$ cat config.mk
export PLATFORM = sky130hd
export DESIGN_NAME = gds_diag_top
export DESIGN_NICKNAME = d
export VERILOG_FILES = /design/src/gds_pkg.sv /design/src/gds_diag_top.sv /design/src/gds_selftest.sv
export VERILOG_INCLUDE_DIRS = /design/src
export SDC_FILE = /design/constraint.sdc
export NUM_CORES = 1
export LEC_CHECK = 0
export BUFFER_PORTS_ARGS = -buffer_cell sky130_fd_sc_hd__buf_2
export CORE_ASPECT_RATIO = 1.2
export CORE_UTILIZATION = 60
export DETAILED_ROUTE_END_ITERATION = 10
export PLACE_DENSITY_LB_ADDON = 0.3
export SETUP_SLACK_MARGIN = 0.5
export SYNTH_ARGS = -nofsm -noshare
export SYNTH_HDL_FRONTEND = slang
export SYNTH_SLANG_ARGS = --single-unit
$ cat constraint.sdc
create_clock -name pclk -period 3.8 [get_ports pclk]
set_clock_uncertainty 0.15 [all_clocks]
set_input_delay 0.76 -clock pclk [delete_from_list [all_inputs] [get_ports pclk]]
set_output_delay 0.76 -clock pclk [all_outputs]
set_load 0.01 [all_outputs]
$ cat src/gds_defines.svh
`ifndef GDS_DEFINES_SVH
`define GDS_DEFINES_SVH

// Register byte offsets
`define GDS_OFF_MISC      8'h34
`define GDS_OFF_DIAG      8'h3c
`define GDS_OFF_IRQ_STAT  8'h40
`define GDS_OFF_IRQ_MASK  8'h44

// Misc control reset value and bit positions
`define GDS_MISC_RST      16'h0006
`define GDS_MISC_MEMT     11
`define GDS_MISC_AUTO     10
`define GDS_MISC_NEG      9
`define GDS_MISC_POS      8

// Diagnostic flag bit positions and sticky flag mask
`define GDS_DF_LOW        0
`define GDS_DF_HIGH       1
`define GDS_DF_FLWR       2
`define GDS_DF_SPI        3
`define GDS_DF_OVR        4
`define GDS_DF_STF        5
`define GDS_DF_MEM        6
`define GDS_DF_AL1        8
`define GDS_DF_AL2        9
`define GDS_DF_STICKY     10'h37c

// Interrupt status bit positions
`define GDS_IRQ_STDONE    0
`define GDS_IRQ_MEMDONE   1
`define GDS_IRQ_FLAG      2

// Timing counts and self-test response threshold
`define GDS_SAMPLE_DIV    1000
`define GDS_ST_SETTLE     4
`define GDS_ST_MIN_DELTA  16'h0100

`endif

$ cat src/gds_pkg.sv
`default_nettype none

package gds_pkg;
  // Self-test sequencer states
  typedef enum logic [2:0] {
    ST_IDLE,
    ST_BASE,
    ST_POS,
    ST_NEG,
    ST_REST
  } gds_st_state_t;
endpackage

`default_nettype wire

$ cat src/gds_diag_top.sv
// How it works
// - Auto self-test drives, measures, decides, restores
// - Auto self-test bit clears when finished
// - Manual bits 10 negative, 01 positive
// - Status bit 5 reports self-test failure
// - Memory test bit starts checksum comparison
// - Status bit 6 reports checksum failure
// - Status read clears flags except supply
// - Persisting fault sets flag next sample
// - Supply flags clear themselves, not by read
// - Bit 1 over-voltage, bit 0 under-voltage
// - Bits 9 and 8 show alarm states
// - Bit 4 flags sensor overrange
// - Bit 3 flags serial transaction failure
// - Bit 2 flags flash write failure
// - Memory test bit clears when finished
`include "gds_defines.svh"
`default_nettype none

module gds_diag_top
  import gds_pkg::*;
#(
  parameter int unsigned SAMPLE_DIV = `GDS_SAMPLE_DIV,
  parameter int unsigned ST_SETTLE  = `GDS_ST_SETTLE
) (
  // Clock and reset
  input  wire logic        pclk,
  input  wire logic        presetn,
  // APB slave
  input  wire logic        psel,
  input  wire logic        penable,
  input  wire logic        pwrite,
  input  wire logic [7:0]  paddr,
  input  wire logic [31:0] pwdata,
  output logic      [31:0] prdata,
  output logic             pready,
  output logic             pslverr,
  // Sensor and fault inputs
  input  wire logic [15:0] rate_output,
  input  wire logic        supply_high,
  input  wire logic        supply_low,
  input  wire logic        alarm1_active,
  input  wire logic        alarm2_active,
  input  wire logic        overrange,
  input  wire logic        spi_fail,
  input  wire logic        flash_write_fail,
  // Checksum engine
  output logic             mem_check_start,
  input  wire logic        mem_check_done,
  input  wire logic        mem_check_match,
  // Stimulus and sampling control
  output logic             stim_pos,
  output logic             stim_neg,
  output logic             sample_hold,
  output logic      [2:0]  data_ready_cfg,
  // Interrupt
  output logic             irq
);

  logic [31:0] prdata_q;      // Registered read data
  logic        setup;         // APB setup phase
  logic        acc;           // APB access phase
  logic        wr;            // Write taking effect
  logic        rd;            // Read completing
  logic        hit;           // Mapped address
  logic [31:0] rd_mux;        // Read data select
  logic [15:0] tick_cnt_q;    // Sample divider
  logic        tick_q;        // Sample cycle pulse
  logic [1:0]  man_q;         // Manual stimulus field
  logic [2:0]  drdy_q;        // Data ready setup bits
  logic        memt_busy_q;   // Memory test running
  logic        mem_start_q;   // Checksum start pulse
  logic        mem_fail_q;    // Last checksum result
  logic        mem_done;      // Checksum finished
  logic        st_start;      // Launch self-test
  logic        st_busy;       // Self-test running
  logic        st_done;       // Self-test finished
  logic        st_fail;       // Self-test result
  logic        auto_pos;      // Auto positive phase
  logic        auto_neg;      // Auto negative phase
  logic        stim_pos_q;    // Positive stimulus drive
  logic        stim_neg_q;    // Negative stimulus drive
  logic [9:0]  flags_q;       // Diagnostic flags
  logic [9:0]  cond;          // Fault conditions
  logic [9:0]  set_vec;       // Flags being set
  logic [9:0]  clr_vec;       // Flags being cleared
  logic [15:0] diag_rd;       // Status read view
  logic [2:0]  irq_stat_q;    // Sticky interrupt bits
  logic [2:0]  irq_mask_q;    // Interrupt enables
  logic [2:0]  irq_set;       // Interrupt events

  // APB phase decode
  assign setup  = psel && !penable;
  assign acc    = psel && penable;
  assign wr     = acc && pwrite && hit;
  assign rd     = acc && !pwrite && hit;
  assign pready = 1'b1;
  assign pslverr = acc && !hit;
  assign prdata = prdata_q;

  // Address decode
  always_comb begin
    hit = 1'b1;
    case (paddr)
      `GDS_OFF_MISC,
      `GDS_OFF_DIAG,
      `GDS_OFF_IRQ_STAT,
      `GDS_OFF_IRQ_MASK: hit = 1'b1;
      default:           hit = 1'b0;
    endcase
  end

  assign diag_rd = {6'h00, flags_q[9:8], 1'b0, flags_q[6:0]};

  // Read data select
  always_comb begin
    rd_mux = 32'h0000_0000;
    case (paddr)
      `GDS_OFF_MISC: begin
        rd_mux[`GDS_MISC_MEMT] = memt_busy_q;
        rd_mux[`GDS_MISC_AUTO] = st_busy;
        rd_mux[`GDS_MISC_NEG]  = man_q[1];
        rd_mux[`GDS_MISC_POS]  = man_q[0];
        rd_mux[2:0]            = drdy_q;
      end
      `GDS_OFF_DIAG:     rd_mux[15:0] = diag_rd;
      `GDS_OFF_IRQ_STAT: rd_mux[2:0]  = irq_stat_q;
      `GDS_OFF_IRQ_MASK: rd_mux[2:0]  = irq_mask_q;
      default:           rd_mux = 32'h0000_0000;
    endcase
  end

  // Read data loaded in setup phase
  always_ff @(posedge pclk or negedge presetn) begin
    if (!presetn) begin
      prdata_q <= 32'h0000_0000;
    end else if (setup) begin
      prdata_q <= rd_mux;
    end
  end

  // Sample cycle divider
  always_ff @(posedge pclk or negedge presetn) begin
    if (!presetn) begin
      tick_cnt_q <= 16'h0000;
      tick_q     <= 1'b0;
    end else if (tick_cnt_q == 16'(SAMPLE_DIV - 1)) begin
      tick_cnt_q <= 16'h0000;
      tick_q     <= 1'b1;
    end else begin
      tick_cnt_q <= tick_cnt_q + 16'h0001;
      tick_q     <= 1'b0;
    end
  end

  // manual field and data ready bits
  always_ff @(posedge pclk or negedge presetn) begin
    if (!presetn) begin
      man_q  <= 2'(`GDS_MISC_RST >> `GDS_MISC_POS);
      drdy_q <= 3'(`GDS_MISC_RST);
    end else if (wr && paddr == `GDS_OFF_MISC) begin
      man_q  <= pwdata[`GDS_MISC_NEG:`GDS_MISC_POS];
      drdy_q <= pwdata[2:0];
    end
  end

  assign st_start = wr && paddr == `GDS_OFF_MISC
                 && pwdata[`GDS_MISC_AUTO] && !st_busy;

  gds_selftest #(
    .SETTLE    (ST_SETTLE),
    .MIN_DELTA (`GDS_ST_MIN_DELTA)
  ) u_selftest (
    .pclk        (pclk),
    .presetn     (presetn),
    .start       (st_start),
    .tick        (tick_q),
    .rate_output (rate_output),
    .busy        (st_busy),
    .done        (st_done),
    .fail        (st_fail),
    .auto_pos    (auto_pos),
    .auto_neg    (auto_neg)
  );

  always_ff @(posedge pclk or negedge presetn) begin
    if (!presetn) begin
      stim_pos_q <= 1'b0;
      stim_neg_q <= 1'b0;
    end else if (st_busy) begin
      stim_pos_q <= auto_pos;
      stim_neg_q <= auto_neg;
    end else begin
      stim_pos_q <= man_q == 2'b01;
      stim_neg_q <= man_q == 2'b10;
    end
  end

  assign stim_pos    = stim_pos_q;
  assign stim_neg    = stim_neg_q;
  assign sample_hold = st_busy;
  assign data_ready_cfg = drdy_q;

  assign mem_done = mem_check_done && memt_busy_q;
  always_ff @(posedge pclk or negedge presetn) begin
    if (!presetn) begin
      memt_busy_q <= 1'b0;
      mem_start_q <= 1'b0;
      mem_fail_q  <= 1'b0;
    end else begin
      mem_start_q <= 1'b0;
      if (mem_done) begin
        memt_busy_q <= 1'b0;
        mem_fail_q  <= !mem_check_match;
      end else if (wr && paddr == `GDS_OFF_MISC
                   && pwdata[`GDS_MISC_MEMT] && !memt_busy_q) begin
        memt_busy_q <= 1'b1;
        mem_start_q <= 1'b1;
      end
    end
  end
  assign mem_check_start = mem_start_q;

  always_comb begin
    cond                = 10'h000;
    cond[`GDS_DF_FLWR]  = flash_write_fail;
    cond[`GDS_DF_SPI]   = spi_fail;
    cond[`GDS_DF_OVR]   = overrange;
    cond[`GDS_DF_STF]   = st_fail;
    cond[`GDS_DF_MEM]   = mem_fail_q;
    cond[`GDS_DF_AL1]   = alarm1_active;
    cond[`GDS_DF_AL2]   = alarm2_active;
  end

  // sample-cycle set, results post at once
  always_comb begin
    set_vec = tick_q ? (cond & `GDS_DF_STICKY) : 10'h000;
    if (st_done && st_fail) set_vec[`GDS_DF_STF] = 1'b1;
    if (mem_done && !mem_check_match) set_vec[`GDS_DF_MEM] = 1'b1;
  end

  assign clr_vec = (rd && paddr == `GDS_OFF_DIAG)
                 ? `GDS_DF_STICKY : 10'h000;

  // Diagnostic flag storage, one process for all bits
  always_ff @(posedge pclk or negedge presetn) begin
    if (!presetn) begin
      flags_q <= 10'h000;
    end else begin
      flags_q[9:2] <= set_vec[9:2] | (flags_q[9:2] & ~clr_vec[9:2]);
      flags_q[`GDS_DF_HIGH] <= supply_high;
      flags_q[`GDS_DF_LOW]  <= supply_low;
    end
  end

  // Interrupt events
  assign irq_set = {|(set_vec & ~flags_q), mem_done, st_done};

  // Sticky interrupt status, write one to clear
  always_ff @(posedge pclk or negedge presetn) begin
    if (!presetn) begin
      irq_stat_q <= 3'b000;
    end else if (wr && paddr == `GDS_OFF_IRQ_STAT) begin
      irq_stat_q <= irq_set | (irq_stat_q & ~pwdata[2:0]);
    end else begin
      irq_stat_q <= irq_set | irq_stat_q;
    end
  end

  // Interrupt mask
  always_ff @(posedge pclk or negedge presetn) begin
    if (!presetn) begin
      irq_mask_q <= 3'b000;
    end else if (wr && paddr == `GDS_OFF_IRQ_MASK) begin
      irq_mask_q <= pwdata[2:0];
    end
  end

  assign irq = |(irq_stat_q & irq_mask_q);
endmodule

`default_nettype wire

$ cat src/gds_selftest.sv
`include "gds_defines.svh"
`default_nettype none

module gds_selftest
  import gds_pkg::*;
#(
  parameter int unsigned  SETTLE    = `GDS_ST_SETTLE,
  parameter logic [15:0]  MIN_DELTA = `GDS_ST_MIN_DELTA
) (
  // Clock and reset
  input  wire logic        pclk,
  input  wire logic        presetn,
  // Control
  input  wire logic        start,
  input  wire logic        tick,
  input  wire logic [15:0] rate_output,
  // Results
  output logic             busy,
  output logic             done,
  output logic             fail,
  output logic             auto_pos,
  output logic             auto_neg
);

  gds_st_state_t state_q;   // Sequencer state
  logic [7:0]    cnt_q;     // Sample ticks within a phase
  logic [15:0]   base_q;    // Reading with no stimulus
  logic [15:0]   pos_q;     // Reading under positive stimulus
  logic [15:0]   neg_q;     // Reading under negative stimulus
  logic          done_q;    // Completion pulse
  logic          fail_q;    // Last decision
  logic          last;      // Final tick of a phase
  logic [16:0]   pos_dlt;   // Positive response
  logic [16:0]   neg_dlt;   // Negative response
  logic          pass;      // Both responses big enough

  assign last     = cnt_q == 8'(SETTLE - 1);
  assign pos_dlt  = {pos_q[15], pos_q} - {base_q[15], base_q};
  assign neg_dlt  = {base_q[15], base_q} - {neg_q[15], neg_q};
  assign pass     = ($signed(pos_dlt) >= $signed({1'b0, MIN_DELTA}))
                 && ($signed(neg_dlt) >= $signed({1'b0, MIN_DELTA}));
  assign busy     = state_q != ST_IDLE;
  assign auto_pos = state_q == ST_POS;
  assign auto_neg = state_q == ST_NEG;
  assign done     = done_q;
  assign fail     = fail_q;

  always_ff @(posedge pclk or negedge presetn) begin
    if (!presetn) begin
      state_q <= ST_IDLE;
    end else begin
      case (state_q)
        ST_IDLE: if (start) state_q <= ST_BASE;
        ST_BASE: if (tick && last) state_q <= ST_POS;
        ST_POS:  if (tick && last) state_q <= ST_NEG;
        ST_NEG:  if (tick && last) state_q <= ST_REST;
        ST_REST: if (tick && last) state_q <= ST_IDLE;
        default: state_q <= ST_IDLE;
      endcase
    end
  end

  // Phase length counter
  always_ff @(posedge pclk or negedge presetn) begin
    if (!presetn) begin
      cnt_q <= 8'h00;
    end else if (state_q == ST_IDLE) begin
      cnt_q <= 8'h00;
    end else if (tick) begin
      cnt_q <= last ? 8'h00 : cnt_q + 8'h01;
    end
  end

  // Capture readings at phase ends
  always_ff @(posedge pclk or negedge presetn) begin
    if (!presetn) begin
      base_q <= 16'h0000;
      pos_q  <= 16'h0000;
      neg_q  <= 16'h0000;
    end else if (tick && last) begin
      case (state_q)
        ST_BASE: base_q <= rate_output;
        ST_POS:  pos_q  <= rate_output;
        ST_NEG:  neg_q  <= rate_output;
        default: ;
      endcase
    end
  end

  always_ff @(posedge pclk or negedge presetn) begin
    if (!presetn) begin
      done_q <= 1'b0;
      fail_q <= 1'b0;
    end else begin
      done_q <= (state_q == ST_REST) && tick && last;
      if ((state_q == ST_REST) && tick && last) fail_q <= !pass;
    end
  end
endmodule

`default_nettype wire

==> run_results.csv <==
group,metric,value,unit
outcome,status,"complete, no violations",
power,vdd_drop_max,0.348,mV
synthesis,syn_avg_cell_area,9.57,µm²
synthesis,yosysSeqAreaShare,44.4,%
routing,wire_per_inst,15.8,µm
final_layout,multi_input_area,0.00320,mm²
worst_setup_path,start_kind,"flip-flop",
die,fp-row-count,41,
timing,tightest_slew,854,ps
synthesis,synthTopCellsByArea,"dfrtp_1, ha_1, nand2_1",
worst_setup_path,required,3950,ps
worst_setup_path,cp-endpoint,"u_selftest.fail",
power,power_frac_seq,40.3,%
worst_setup_path,critical-path-max-stage-delay,480,ps
clock_network,cts_setup_buffers,0,
timing,timing.final.crit_share,76.6,%
clock_network,cts_resized,0,
final_layout,drive_above_1_share,17.6,%
grt,grt_util_all_layers,27.3,%
die,core_region_area,0.0105,mm²
clock_network,clock_path_buffers,2,
grt,grt_pass1_vias,4993,
placed_design,dp_cells,849,
synthesis,synth.largest_area_cell,"dfrtp_1",
routing,vias,5115,
final_layout,regArea,0.00286,mm²
die,die_w,96.5,µm
placed_design,port_buffers,64,
power,p_per_area,412,mW/mm²
timing,fmax,0.344,GHz
timing,relSlewSlack,42.6,%
clock_network,insertion_delay,400,ps
routing,drt_iter0_markers,261,
final_layout,syn_to_final_growth,15.3,%
die,die_y,115,µm
synthesis,ys_warn_count,0,
worst_setup_path,cp.arrival,3060,ps
synthesis,ys_ff_latch,114,
power,intPower,2450,µW
final_layout,nNetsFinal,845,
timing,finalHoldViolCount,0,
timing,setup_tns,0,ps
grt,grt_pass1_wl,23200,µm
worst_setup_path,critPathLaunch,"u_selftest.base_q[0]",
placed_design,hpwl,9970,µm
clock_network,clk_pin_slew,60,ps
hold_path,hold_path.class,"input port to asynchronous set/reset pin",
clock_network,root_buffer,"clkbuf_16",
clock_network,htreeDepth,4,
final_layout,fill_cells,768,
timing,rsz0062_at_grt,"false",
timing,period_minus_slack,2910,ps
power,p_leak,0.00373,µW
worst_setup_path,crit_cells,9,
clock_network,ctsHoldBuffers,0,
worst_setup_path,worstSetupPathType,"flip-flop to flip-flop",
final_layout,instances_no_fill,881,
worst_setup_path,cp_max_fo,4,
power,pwr-share-clk,56.6,%
placed_design,finalWeightedCongestion,0.957,
routing,post-route-drc-count,0,
grt,grt_max_degree,69,
power,p_sw,604,µW
routing,viasPerCell,5.81,
timing,setup_viol,0,
synthesis,ys.flop_type,"dfrtp_1",
worst_setup_path,r2r-start,"u_selftest.base_q[0]",
worst_setup_path,worst-path-buf-inv,0,
final_layout,diodes,0,
die,dieArea,0.0111,mm²
synthesis,synth.top_cell.area_share,43.6,%
grt,overflow,0,
worst_setup_path,setup.worst_path.end_class,"flip-flop",
routing,drt-total-wl,13900,µm
clock_network,cts_tree,"built",
routing,ant_nets,0,
clock_network,numClockSinks,114,
worst_setup_path,cp_cell_sequence,"ha_1 > fa_1 > nor2b_1 > o31ai_1 > a311oi_1 > nor2_1 > xnor2_1 > a2111o_1 > o311ai_2",
worst_setup_path,regToRegSetupSlack,890,ps
synthesis,synth_cells,672,
timing,slew_viol_final,0,
die,num_io_pins,112,
worst_setup_path,ff2ff_path_depth,9,
die,initial_core_util,61.4,%
clock_network,cts_buffers,17,
routing,drt_first_pass_iters,5,
synthesis,syn_area,0.00643,mm²
synthesis,yosys.cell_count.top_type,"dfrtp_1",
synthesis,synth_cell_type_count,71,
worst_setup_path,rr_endpoint,"u_selftest.fail",
power,p_sw_share,19.8,%
synthesis,synth-async-reset-ratio,100,%
grt,antenna_found_initial,0,
worst_setup_path,cp_top_family,"compound AO/OA/AOI/OAI gates",
synthesis,synth_edf_count,0,
worst_setup_path,cp_slowest_cell,"a311oi_1",
synthesis,synth.top_cells.by_count,"dfrtp_1, nand2_1, o21ai_0",
flow_run,maxCapViolations,0,
power,combPwrFrac,3.1,%
-- through the flow --
stage                     util [%]  setup slack [ps]  cell area, µm²  hold WS (ps)  total power, µW
after floorplan                  -              1240            6500           273             1300
after global placement        64.6               961            6770           295             1340
after detailed placement      64.6               918            6770           302             1350
after CTS                     70.8               903            7410           290             3080
after global routing          70.8               701            7410           292             3150
final                         70.8               891            7410           306             3050
-- per-layer routing --
metal	part of all wire (%)	up-vias	GRT usage (%)	routed length (µm)
met5	0	-	0	0
met4	2.2	0	11.7	310
met3	4.4	29	6.35	609
met2	51	162	47.2	7150
met1	42	2469	32.0	5880
li1	-	2455	-	-
-- logic make-up (layout without fill, tap and decap cells) --
| logic type | Yosys count | count (layout) | share of synthesized area, % |
|---|---|---|---|
| XOR/XNOR | 24 | 24 | 3.27 |
| multiplexers | 29 | 29 | 4.96 |
| buffers and inverters | 87 | 147 | 7.16 |
| flip-flops | 114 | 114 | 44.4 |
| other | 2 | 22 | 0.117 |
| AND/OR/NAND/NOR | 225 | 225 | 17.5 |
| adder cells (fa/ha/maj) | 36 | 36 | 7.24 |
| AO/OA/AOI/OAI | 155 | 155 | 15.3 |
-- worst min path at each step --
| stage | from | end | slack, ps | depth (start not counted) |
|---|---|---|---|---|
| 6_report | presetn | flags_q[1] | 310 | 1 |
| 5_1_grt | supply_low | flags_q[0] | 290 | 1 |
| 4_1_cts | supply_low | flags_q[0] | 290 | 1 |
| 3_5_place_dp | prdata[10] | prdata[10] | 300 | 2 |
| 3_3_place_gp | prdata[10] | prdata[10] | 300 | 2 |
| 2_1_floorplan | u_selftest.done | irq_stat_q[0] | 270 | 1 |
-- layout by cell type, fill, tap and decap left out, drive strengths merged, types with 9 or more instances in the layout --
cell / count
clkbuf: 22
xor2: 14
buf: 69
dfrtp: 112
nor3: 14
xnor2: 10
a21oi: 31
nor2b: 11
nor2: 47
mux2: 23
ha: 34
inv: 46
nand2: 91
conb: 22
nand4: 10
o21ai: 55
nand3: 14
a21o: 9
-- sequential cells by signal (all words and copies together) (netlist names), 2 cells and up --
register            count
flags_q                 9
man_q                   2
irq_mask_q              3
prdata                 11
u_selftest.neg_q       16
irq_stat_q              3
u_selftest.base_q      16
tick_cnt_q             16
u_selftest.cnt_q        8
data_ready_cfg          3
u_selftest.pos_q       16
u_selftest.state_q      3
-- power by group through the flow --
stage               Combinational [µW]  Sequential [µW]  Clock (µW)
global route                       110             1230        1810
finish                            95.7             1230        1730
detailed placement                96.4             1250           0
floorplan                         44.4             1250           0
CTS                               96.9             1230        1750
global placement                  93.9             1250           0
-- area by class of cell --
cell class | instances | area share (%)
Clock inverter | 10 | 2.46
Timing Repair Buffer | 69 | 5.03
Clock buffer | 22 | 6.26
Sequential cell | 114 | 38.5
Tap cell | 129 | 2.18
Multi-Input combinational cell | 491 | 43.2
Inverter | 46 | 2.33
(Power assumes the default switching activity.)
